===== src/cmsw_pkg.sv =====
/*
 * constants shared by the message status and wake-up block:
 * register offsets, field positions, reset values, widths, state type.
 * assumes a 12-bit APB byte address window within the controller.
 */
package cmsw_pkg;

    localparam int ADDR_W    = 12;
    localparam int DATA_W    = 32;
    localparam int NUM_OBJ   = 32;
    localparam int HALF_W    = 16;
    localparam int OBJ_IDX_W = 5;
    localparam int IRQ_W     = 2;

    // printed offsets
    localparam logic [11:0] OFS_IRQ_PEND_HI = 12'h144;
    localparam logic [11:0] OFS_VALID_LO    = 12'h160;
    localparam logic [11:0] OFS_VALID_HI    = 12'h164;
    localparam logic [11:0] OFS_WAKE_EN     = 12'h168;
    localparam logic [11:0] OFS_WAKE_STS    = 12'h16c;
    // block-local interrupt registers
    localparam logic [11:0] OFS_IRQ_STS     = 12'h170;
    localparam logic [11:0] OFS_IRQ_MASK    = 12'h174;

    localparam logic [31:0] RST_WORD  = 32'h0000_0000;
    localparam logic [15:0] RST_HALF  = 16'h0000;
    localparam logic [15:0] ZERO_HALF = 16'h0000;
    localparam logic [1:0]  RST_IRQ   = 2'h0;

    localparam int WAKE_EN_BIT  = 0;
    localparam int WAKE_STS_BIT = 0;
    localparam int IRQ_WAKE_BIT = 0;
    localparam int IRQ_OBJ_BIT  = 1;

    // bus receive pin idles recessive
    localparam logic RX_IDLE = 1'h1;

    typedef enum logic [0:0] {
        ST_IDLE,
        ST_ACCESS
    } cmsw_apb_st_t;

endpackage


===== src/cmsw_flag_bank.sv =====
/*
 * one bit per message object, written one object at a time by the
 * message interface set, optionally set by hardware (set beats write).
 * assumes both ports come from logic on the same clock.
 */
module cmsw_flag_bank #(
    parameter int N     = 32,
    parameter int IDX_W = 5
) (
    // clock and reset
    input  wire logic             ref_clk_i,
    input  wire logic             nrst_i,
    // message interface write
    input  wire logic             wr_i,
    input  wire logic [IDX_W-1:0] wr_idx_i,
    input  wire logic             wr_val_i,
    // hardware set
    input  wire logic             set_i,
    input  wire logic [IDX_W-1:0] set_idx_i,
    // stored flags
    output logic      [N-1:0]     flags_o
);

    logic [N-1:0] next_flags;

    always_comb begin
        next_flags = flags_o;
        if (wr_i) begin
            next_flags[wr_idx_i] = wr_val_i;
        end
        if (set_i) begin
            next_flags[set_idx_i] = 1'b1;
        end
    end

    always_ff @(posedge ref_clk_i) begin
        if (!nrst_i) begin
            flags_o <= '0;
        end else begin
            flags_o <= next_flags;
        end
    end

endmodule


===== src/cmsw_top.sv =====
/*
 * message object status views and bus wake-up, behind an APB slave.
 * assumes the message interface and the message handler run on
 * ref_clk_i; the bus receive pin is asynchronous and is synchronised.
 */
module cmsw_top (
    // clock and reset
    input  wire logic                               ref_clk_i,
    input  wire logic                               nrst_i,
    // apb slave
    input  wire logic                               psel_i,
    input  wire logic                               penable_i,
    input  wire logic                               pwrite_i,
    input  wire logic [cmsw_pkg::ADDR_W-1:0]        paddr_i,
    input  wire logic [cmsw_pkg::DATA_W-1:0]        pwdata_i,
    output logic      [cmsw_pkg::DATA_W-1:0]        prdata_o,
    output logic                                    pready_o,
    output logic                                    pslverr_o,
    // message interface set
    input  wire logic                               mif_wr_i,
    input  wire logic [cmsw_pkg::OBJ_IDX_W-1:0]     mif_obj_i,
    input  wire logic                               mif_valid_i,
    input  wire logic                               mif_pend_i,
    // message handler
    input  wire logic                               hndl_pend_set_i,
    input  wire logic [cmsw_pkg::OBJ_IDX_W-1:0]     hndl_obj_i,
    output logic      [cmsw_pkg::NUM_OBJ-1:0]       object_valid_flag_o,
    output logic      [cmsw_pkg::NUM_OBJ-1:0]       object_irq_pending_o,
    // can bus and system
    input  wire logic                               can_rx_i,
    output logic                                    wake_o,
    output logic                                    irq_o
);

    // apb slave state
    cmsw_pkg::cmsw_apb_st_t              st;
    cmsw_pkg::cmsw_apb_st_t              next_st;
    logic [cmsw_pkg::DATA_W-1:0]         next_prdata;
    logic                                next_pready;
    logic                                next_pslverr;
    logic                                wr_fire;
    logic                                setup;

    // control and status
    logic                                wake_function_enable;
    logic                                next_wake_function_enable;
    logic                                wake_event_flag;
    logic                                next_wake_event_flag;
    logic [cmsw_pkg::IRQ_W-1:0]          irq_sts;
    logic [cmsw_pkg::IRQ_W-1:0]          next_irq_sts;
    logic [cmsw_pkg::IRQ_W-1:0]          irq_mask;
    logic [cmsw_pkg::IRQ_W-1:0]          next_irq_mask;
    logic                                next_wake_o;
    logic                                next_irq_o;

    // receive pin synchroniser and edge
    logic                                rx_meta;
    logic                                rx_sync;
    logic                                rx_prev;
    logic                                rx_fall;
    logic                                wake_hit;

    // object flags
    logic                                hndl_ok;
    logic [cmsw_pkg::HALF_W-1:0]         pend_hi;
    logic [cmsw_pkg::HALF_W-1:0]         valid_lo;
    logic [cmsw_pkg::HALF_W-1:0]         valid_hi;

    function automatic logic addr_hit(input logic [cmsw_pkg::ADDR_W-1:0] a);
        addr_hit = (a == cmsw_pkg::OFS_IRQ_PEND_HI) || (a == cmsw_pkg::OFS_VALID_LO) ||
                   (a == cmsw_pkg::OFS_VALID_HI) || (a == cmsw_pkg::OFS_WAKE_EN) ||
                   (a == cmsw_pkg::OFS_WAKE_STS) || (a == cmsw_pkg::OFS_IRQ_STS) ||
                   (a == cmsw_pkg::OFS_IRQ_MASK);
    endfunction

    function automatic logic wr_to(input logic                          fire,
                                   input logic [cmsw_pkg::ADDR_W-1:0]   a,
                                   input logic [cmsw_pkg::ADDR_W-1:0]   ofs);
        wr_to = fire && (a == ofs);
    endfunction

    // valid flags: only the message interface writes them
    cmsw_flag_bank #(
        .N     (cmsw_pkg::NUM_OBJ),
        .IDX_W (cmsw_pkg::OBJ_IDX_W)
    ) u_valid (
        .ref_clk_i (ref_clk_i),
        .nrst_i    (nrst_i),
        .wr_i      (mif_wr_i),
        .wr_idx_i  (mif_obj_i),
        .wr_val_i  (mif_valid_i),
        .set_i     (1'b0),
        .set_idx_i (mif_obj_i),
        .flags_o   (object_valid_flag_o)
    );

    // handler may only raise pending on a configured object
    assign hndl_ok = hndl_pend_set_i && object_valid_flag_o[hndl_obj_i];

    cmsw_flag_bank #(
        .N     (cmsw_pkg::NUM_OBJ),
        .IDX_W (cmsw_pkg::OBJ_IDX_W)
    ) u_pend (
        .ref_clk_i (ref_clk_i),
        .nrst_i    (nrst_i),
        .wr_i      (mif_wr_i),
        .wr_idx_i  (mif_obj_i),
        .wr_val_i  (mif_pend_i),
        .set_i     (hndl_ok),
        .set_idx_i (hndl_obj_i),
        .flags_o   (object_irq_pending_o)
    );

    assign pend_hi  = object_irq_pending_o[31:16];
    assign valid_lo = object_valid_flag_o[15:0];
    assign valid_hi = object_valid_flag_o[31:16];

    // apb: read data is captured in the setup cycle, so no wait states
    assign setup   = psel_i && !penable_i;
    assign wr_fire = (st == cmsw_pkg::ST_ACCESS) && psel_i && penable_i && pwrite_i &&
                     !pslverr_o;

    always_comb begin
        next_st      = st;
        next_pready  = 1'b0;
        next_pslverr = 1'b0;
        next_prdata  = cmsw_pkg::RST_WORD;
        case (st)
            cmsw_pkg::ST_IDLE: begin
                if (setup) begin
                    next_st      = cmsw_pkg::ST_ACCESS;
                    next_pready  = 1'b1;
                    next_pslverr = !addr_hit(paddr_i);
                    // upper bits stay zero for every view
                    if (pwrite_i) begin
                        next_prdata = cmsw_pkg::RST_WORD;
                    end else if (paddr_i == cmsw_pkg::OFS_IRQ_PEND_HI) begin
                        next_prdata = {cmsw_pkg::ZERO_HALF, pend_hi};
                    end else if (paddr_i == cmsw_pkg::OFS_VALID_LO) begin
                        next_prdata = {cmsw_pkg::ZERO_HALF, valid_lo};
                    end else if (paddr_i == cmsw_pkg::OFS_VALID_HI) begin
                        next_prdata = {cmsw_pkg::ZERO_HALF, valid_hi};
                    end else if (paddr_i == cmsw_pkg::OFS_WAKE_EN) begin
                        next_prdata = {31'h0, wake_function_enable};
                    end else if (paddr_i == cmsw_pkg::OFS_WAKE_STS) begin
                        next_prdata = {31'h0, wake_event_flag};
                    end else if (paddr_i == cmsw_pkg::OFS_IRQ_STS) begin
                        next_prdata = {30'h0, irq_sts};
                    end else if (paddr_i == cmsw_pkg::OFS_IRQ_MASK) begin
                        next_prdata = {30'h0, irq_mask};
                    end
                end
            end
            cmsw_pkg::ST_ACCESS: begin
                next_st = cmsw_pkg::ST_IDLE;
            end
            default: begin
                next_st = cmsw_pkg::ST_IDLE;
            end
        endcase
    end

    always_ff @(posedge ref_clk_i) begin
        if (!nrst_i) begin
            st        <= cmsw_pkg::ST_IDLE;
            prdata_o  <= cmsw_pkg::RST_WORD;
            pready_o  <= 1'b0;
            pslverr_o <= 1'b0;
        end else begin
            st        <= next_st;
            prdata_o  <= next_prdata;
            pready_o  <= next_pready;
            pslverr_o <= next_pslverr;
        end
    end

    // receive pin: two flops, edge seen only on synchronised copies
    assign rx_fall  = rx_prev && !rx_sync;
    assign wake_hit = wake_function_enable && rx_fall;

    always_ff @(posedge ref_clk_i) begin
        if (!nrst_i) begin
            rx_meta <= cmsw_pkg::RX_IDLE;
            rx_sync <= cmsw_pkg::RX_IDLE;
            rx_prev <= cmsw_pkg::RX_IDLE;
        end else begin
            rx_meta <= can_rx_i;
            rx_sync <= rx_meta;
            rx_prev <= rx_sync;
        end
    end

    // control/status registers; only bit 0 / low bits are stored
    always_comb begin
        next_wake_function_enable = wake_function_enable;
        next_wake_event_flag      = wake_event_flag;
        next_irq_mask             = irq_mask;
        if (wr_to(wr_fire, paddr_i, cmsw_pkg::OFS_WAKE_EN)) begin
            next_wake_function_enable = pwdata_i[cmsw_pkg::WAKE_EN_BIT];
        end
        if (wr_to(wr_fire, paddr_i, cmsw_pkg::OFS_IRQ_MASK)) begin
            next_irq_mask = pwdata_i[cmsw_pkg::IRQ_W-1:0];
        end
        // writing 0 clears; a wake edge in the same cycle still sets
        if (wr_to(wr_fire, paddr_i, cmsw_pkg::OFS_WAKE_STS) &&
            !pwdata_i[cmsw_pkg::WAKE_STS_BIT]) begin
            next_wake_event_flag = 1'b0;
        end
        if (wake_hit) begin
            next_wake_event_flag = 1'b1;
        end
        next_irq_sts = irq_sts;
        if (wr_to(wr_fire, paddr_i, cmsw_pkg::OFS_IRQ_STS)) begin
            next_irq_sts = irq_sts & ~pwdata_i[cmsw_pkg::IRQ_W-1:0];
        end
        next_irq_sts[cmsw_pkg::IRQ_WAKE_BIT] = next_irq_sts[cmsw_pkg::IRQ_WAKE_BIT] | wake_hit;
        next_irq_sts[cmsw_pkg::IRQ_OBJ_BIT]  = next_irq_sts[cmsw_pkg::IRQ_OBJ_BIT] | hndl_ok;
        next_wake_o = wake_event_flag;
        next_irq_o  = |(irq_sts & irq_mask);
    end

    always_ff @(posedge ref_clk_i) begin
        if (!nrst_i) begin
            wake_function_enable <= 1'b0;
            wake_event_flag      <= 1'b0;
            irq_sts              <= cmsw_pkg::RST_IRQ;
            irq_mask             <= cmsw_pkg::RST_IRQ;
            wake_o               <= 1'b0;
            irq_o                <= 1'b0;
        end else begin
            wake_function_enable <= next_wake_function_enable;
            wake_event_flag      <= next_wake_event_flag;
            irq_sts              <= next_irq_sts;
            irq_mask             <= next_irq_mask;
            wake_o               <= next_wake_o;
            irq_o                <= next_irq_o;
        end
    end
endmodule


===== config.mk =====
export PLATFORM = sky130hd
export DESIGN_NAME = cmsw_top
export DESIGN_NICKNAME = d
export VERILOG_FILES = /design/src/cmsw_pkg.sv /design/src/cmsw_flag_bank.sv /design/src/cmsw_top.sv
export SDC_FILE = /design/constraint.sdc
export NUM_CORES = 1
export LEC_CHECK = 0
export BUFFER_PORTS_ARGS = -buffer_cell sky130_fd_sc_hd__buf_4
export CAP_MARGIN = 20
export CORE_ASPECT_RATIO = 1.25
export CORE_UTILIZATION = 54
export CTS_CLUSTER_SIZE = 14
export DETAILED_ROUTE_END_ITERATION = 8
export HOLD_SLACK_MARGIN = 0.08
export PLACE_DENSITY = 0.85
export SYNTH_ARGS = -nofsm -noshare
export SYNTH_HDL_FRONTEND = slang
export SYNTH_SLANG_ARGS = --single-unit

===== constraint.sdc =====
create_clock -name ref_clk_i -period 4.3 [get_ports ref_clk_i]
set_clock_uncertainty 0.15 [all_clocks]
set_input_delay 0.645 -clock ref_clk_i [delete_from_list [all_inputs] [get_ports ref_clk_i]]
set_output_delay 0.645 -clock ref_clk_i [all_outputs]
set_load 0.01 [all_outputs]

==> results of run 1 <==
## worst reg2reg max path, stage by stage (launching register included)
cell and delay [ps]:
dfxtp_1 390, mux4_2 500, and3_1 230, or3_1 660, a32o_1 380
## cells in the mapped netlist (2+ instances only)
library cell,n
dfxtp_1,93
nand2_1,70
nor2_1,54
a21oi_1,41
mux2i_1,38
clkbuf_1,30
nand3_1,29
buf_4,21
o21ai_0,20
o22ai_1,19
a222oi_1,15
mux2_2,10
nand3b_1,8
a32o_1,7
nand2b_1,7
or3_1,7
and3_1,5
nor3_1,5
nor4_1,5
a41o_1,4
buf_6,4
o2bb2ai_1,4
buf_2,3
inv_1,3
nor3_2,3
nor3b_2,3
or4_1,3
and2_1,2
and3b_1,2
nor3_4,2
nor3b_1,2
nor4b_1,2
o32ai_1,2
o41ai_1,2
or2_2,2
or3b_1,2
## per-stage QoR
| step | power (W) | util |
|---|---|---|
| after floorplan | 0.00101 | - |
| after global routing | 0.00174 | 0.675 |
| after global placement | 0.00105 | 0.649 |
| after detailed placement | 0.00106 | 0.649 |
| final | 0.00169 | 0.675 |
| after CTS | 0.00168 | 0.675 |
## worst max-delay path by stage
stage / from / endpoint / cells past startpoint
2_1_floorplan: hndl_obj_i[1] / u_pend.flags_o[11] / 8
3_3_place_gp: hndl_obj_i[0] / u_pend.flags_o[10] / 7
3_5_place_dp: hndl_obj_i[0] / u_pend.flags_o[16] / 7
4_1_cts: hndl_obj_i[0] / u_pend.flags_o[16] / 7
5_1_grt: hndl_obj_i[0] / u_pend.flags_o[18] / 7
6_report: hndl_obj_i[0] / u_pend.flags_o[16] / 7
## power groups by stage
stage | Sequential (W) | Clock, W | Combinational, W
floorplan | 0.000897 | 0 | 0.000112
global placement | 0.000895 | 0 | 0.000160
detailed placement | 0.000896 | 0 | 0.000163
CTS | 0.000875 | 0.000643 | 0.000164
global route | 0.000877 | 0.000682 | 0.000180
finish | 0.000876 | 0.000647 | 0.000168
## state kept, by name, indices dropped and copies added, names as in the netlist, 2 cells and up
signal,cells
irq_mask,2
prdata_o,16
irq_sts,2
u_valid.flags_o,32
u_pend.flags_o,32
## layer usage
layer / vias to the layer above / global-route usage / routed length (um)
li1: 2136 / - / -
met1: 2221 / 0.400 / 5460
met2: 317 / 0.506 / 6770
met3: 65 / 0.0707 / 1300
met4: 0 / 0.155 / 498
met5: - / 0 / 0
## cell families after synthesis
kind of cell           synth area share
buffers and inverters            0.0747
AOI/OAI and AO/OA                 0.176
muxes                             0.110
DFF                               0.399
other                          0.000803
and+or+nand+nor                   0.240
## layout make-up
class                      instances  area [um^2]
fill                             686         2710
multi-input combinational        407         2520
sequential                        93         1860
timing repair buffer             119          893
clock buffer                      12          145
tap                               97          121
clock inverter                     3         68.8
inverter                           4         15.0
==> results_dict.tcl, run 1 <==
set metrics [dict create \
    outcome "finished, final reports clean" \
    reg2reg_slack_ps 1910 \
    htree_levels 3 \
    track_usage 0.316 \
    nNetsFinal 698 \
    clockRootBuffer "clkbuf_8" \
    clock_path_buffers 2 \
    synth_edf_count 0 \
    r2r_cells 4 \
    drt-wirelength-per-cell_um 19.1 \
    antenna_cells 0 \
    period_minus_slack_ps 2690 \
    powerDensity_mw_per_mm2 301 \
    core_area_mm2 0.00833 \
    dr.pass1.iters 7 \
    synthFlopType "dfxtp_1" \
    cpPeakStageDelay_ps 560 \
    setup_viol 0 \
    overflow 0 \
    cts_hold_buf 0 \
    num_vias 4739 \
    post_cts_buffers 0 \
    finalCritPeriodShare 0.626 \
    numCtsBuffers 9 \
    synth.distinct_cells 55 \
    avgSynthCellArea_um2 8.52 \
    dp_hpwl_um 9640 \
    cts_tree "yes" \
    finalHoldViolCount 0 \
    holdPathEnd "rx_sync" \
    cell_internal_pwr_w 0.00127 \
    critPathBufInv 3 \
    worstPathArrival_ps 2750 \
    crit_chain "buf_4, inv_1, o21ai_0, o22a_1, nor3_2, buf_4, o22ai_1" \
    ys_top_cells_by_area "dfxtp_1, mux2i_1, nand2_1, a21oi_1, nor2_1" \
    critPathMostFrequentCell "buf_4" \
    drc 0 \
    cts_sinks 93 \
    relSlewSlack 0.293 \
    worstHoldStart "rx_meta" \
    die_y_um 106 \
    start_util 0.561 \
    p_leak_nw 2.23 \
    io_pins 164 \
    worst_slack_ps 1610 \
    grt_pass1_vias 4433 \
    yosys_warnings 0 \
    max_cap_viol_count 0 \
    place_inst 720 \
    min_path_type "reg2reg" \
    crit_path_end_kind "register" \
    r2r-start "u_valid.flags_o[11]" \
    dieArea_mm2 0.00903 \
    start_kind "input port" \
    report.final.slew_viol_count 0 \
    cp_slowest_cell "nor3_2" \
    port_buffers 117 \
    place_ws_ps 1270 \
    min_path_cells 1 \
    yosys.area.top_type "dfxtp_1" \
    syn_inst 548 \
    synthesis.area_mm2 0.00467 \
    syn_to_final_growth_pct 20.4 \
    die_w_um 85.2 \
    clk_pin_slew_ps 80 \
    finalInstanceArea_mm2 0.00562 \
    routed_wl_um 14000 \
    final_cells 735 \
    drive_gt1_frac 0.246 \
    async_flop_share 0 \
    grt_setup_unrepaired "no" \
    crit_fanout 22 \
    power_frac_comb 0.099 \
    antenna_found_initial 0 \
    irDropWorstVdd_mv 0.183 \
    postCtsResizedCells 0 \
    viasPerCell 6.45 \
    ys_seq_elements 93 \
    synth_top_area_frac 0.399 \
    switching_share 0.249 \
    final_common_cell "buf_4" \
    num_rows 37 \
    worst_skew_pair.late_latency_ps 370 \
    whs_ps 272 \
    crit_family "buffers and inverters" \
    timing.rr.end "u_pend.flags_o[25]" \
    grt_max_degree 63 \
    grt_pass1_wl_um 22200 \
    pwr-share-clk 0.383 \
    tightest_slew_ps 1060 \
    tns_ps 0 \
    fmax_mhz 372 \
    worstSetupPathType "in2reg" \
    cp.required_ps 4360 \
    ant_nets 0 \
    p_sw_w 0.000422 \
    drtIter0Drc 695 \
    p_seq_frac 0.518 \
    synth_seq_area_share 0.399 \
    place_congestion 1.01 \
    layout_common_cells "buf_4, dfxtp_1, nand2_1, nor2_1, a21oi_1" \
    placed_area_mm2 0.00541 \
]
Note: power is estimated with default switching activity, not from simulation.
==> inputs of run 2 (changes only) <==
Settings changed: CORE_UTILIZATION 54 to 50, PLACE_DENSITY 0.85 to 0.79.
Clock period 4.3 ns to 2.6 ns, I/O delays scaled along.
==> results_dict.tcl, run 2 (same netlist as run 1, synthesis figures left out) <==
set metrics [dict create \
    syn_to_final_growth_pct 25.7 \
    place_congestion 0.919 \
    min_path_cells 2 \
    dp_hpwl_um 9930 \
    worstSetupPathType "reg2reg" \
    crit_path_end_kind "register" \
    reg2reg_slack_ps 420 \
    drt-wirelength-per-cell_um 18.3 \
    timing.rr.end "u_pend.flags_o[29]" \
    cp.required_ps 2690 \
    dieArea_mm2 0.00973 \
    grt_pass1_wl_um 21600 \
    cp-endpoint "u_pend.flags_o[29]" \
    r2r-start "u_valid.flags_o[11]" \
    num_vias 4717 \
    outcome "finished, final reports clean" \
    finalPower_w 0.00303 \
    grt_pass1_vias 4247 \
    clock_path_buffers 2 \
    powerDensity_mw_per_mm2 516 \
    max_cap_viol_count 0 \
    drtIter0Drc 588 \
    reg.largest.list "u_pend.flags_o: 32 flops, u_valid.flags_o: 32 flops, prdata_o: 16 flops" \
    port_buffers 117 \
    worstPathArrival_ps 2270 \
    p_leak_nw 2.34 \
    irDropWorstVdd_mv 0.346 \
    cts_sinks 93 \
    viasPerCell 6.07 \
    antenna_found_initial 0 \
    relSlewSlack 0.528 \
    layout_common_cells "buf_4, dfxtp_1, nand2_1, nor2_1, a21oi_1" \
    ant_nets 0 \
    crit_fanout 9 \
    tns_ps 0 \
    top_usage_layer "met2" \
    io_pins 164 \
    startpoint "u_valid.flags_o[11]" \
    final_core_util 0.643 \
    finalCritPeriodShare 0.840 \
    report.final.slew_viol_count 0 \
    drive_gt1_frac 0.268 \
    worst_skew_pair.late_latency_ps 340 \
    finalHoldViolCount 0 \
    die_w_um 88.4 \
    setup_viol 0 \
    grt_use_met1 0.394 \
    start_kind "register" \
    period_minus_slack_ps 2180 \
    tightest_slew_ps 705 \
    antenna_cells 0 \
    min_path_type "in2reg" \
    r2r_cells 5 \
    num_rows 39 \
    final_common_cell "buf_4" \
    cts_tree "yes" \
    worstHoldStart "can_rx_i" \
    routed_wl_um 14200 \
    grtUsageMet3 0.0722 \
    cts_hold_buf 0 \
    post_cts_buffers 0 \
    grt_use_met2 0.452 \
    die_y_um 110 \
    track_usage 0.295 \
    grt_max_degree 62 \
    grt_setup_unrepaired "no" \
    clockRootBuffer "clkbuf_16" \
    dr.pass1.iters 6 \
    start_util 0.512 \
    numCtsBuffers 9 \
    overflow 0 \
    htree_levels 3 \
    nNetsFinal 713 \
    fmax_mhz 458 \
    core_area_mm2 0.00913 \
    clk_pin_slew_ps 70 \
    drc 0 \
    postCtsResizedCells 0 \
]
==> run 2: worst min-delay path by stage <==
stage                     endpoint  slack [ps]
after floorplan            rx_sync         240
after CTS                  rx_meta          90
after global routing       rx_meta         110
final                      rx_meta         100
after detailed placement   rx_sync         250
after global placement     rx_sync         240
==> run 2: critical path, cell delays in order (launching register included) <==
cell	delay, ps
dfxtp_1	390
mux4_2	510
and3_1	230
or3_1	370
buf_4	180
a32o_1	250
==> run 2: report_power, final <==
group	switching (W)	total (W)	internal (W)	leakage (nW)
combinational	0.000186	0.000291	0.000106	1.45
sequential	0.0000117	0.00145	0.00144	0.751
clock	0.000576	0.00129	0.000713	0.144
==> run 2: per-layer routing <==
layer / vias to the layer above / routed length [um]
met1: 2220 / 5700
met5: - / 0
met3: 33 / 1500
li1: 2164 / -
met2: 300 / 6690
met4: 0 / 295
==> run 2: layout make-up <==
class                      instances  area [um^2]
tap                              123          154
clock buffer                      11          253
inverter                           4         15.0
fill                             775         3250
sequential                        93         1860
clock inverter                     5         41.3
timing repair buffer             134         1030
multi-input combinational        407         2520
==> run 2: metrics by stage <==
stage               area (um^2)  setup slack, ps  cells  hold slack, ps
global placement           5580              186    761             244
global route               5870              358    777             105
floorplan                  4730              373    563             236
finish                     5870              416    777            98.2
detailed placement         5580              155    761             246
CTS                        5870              413    777            92.3
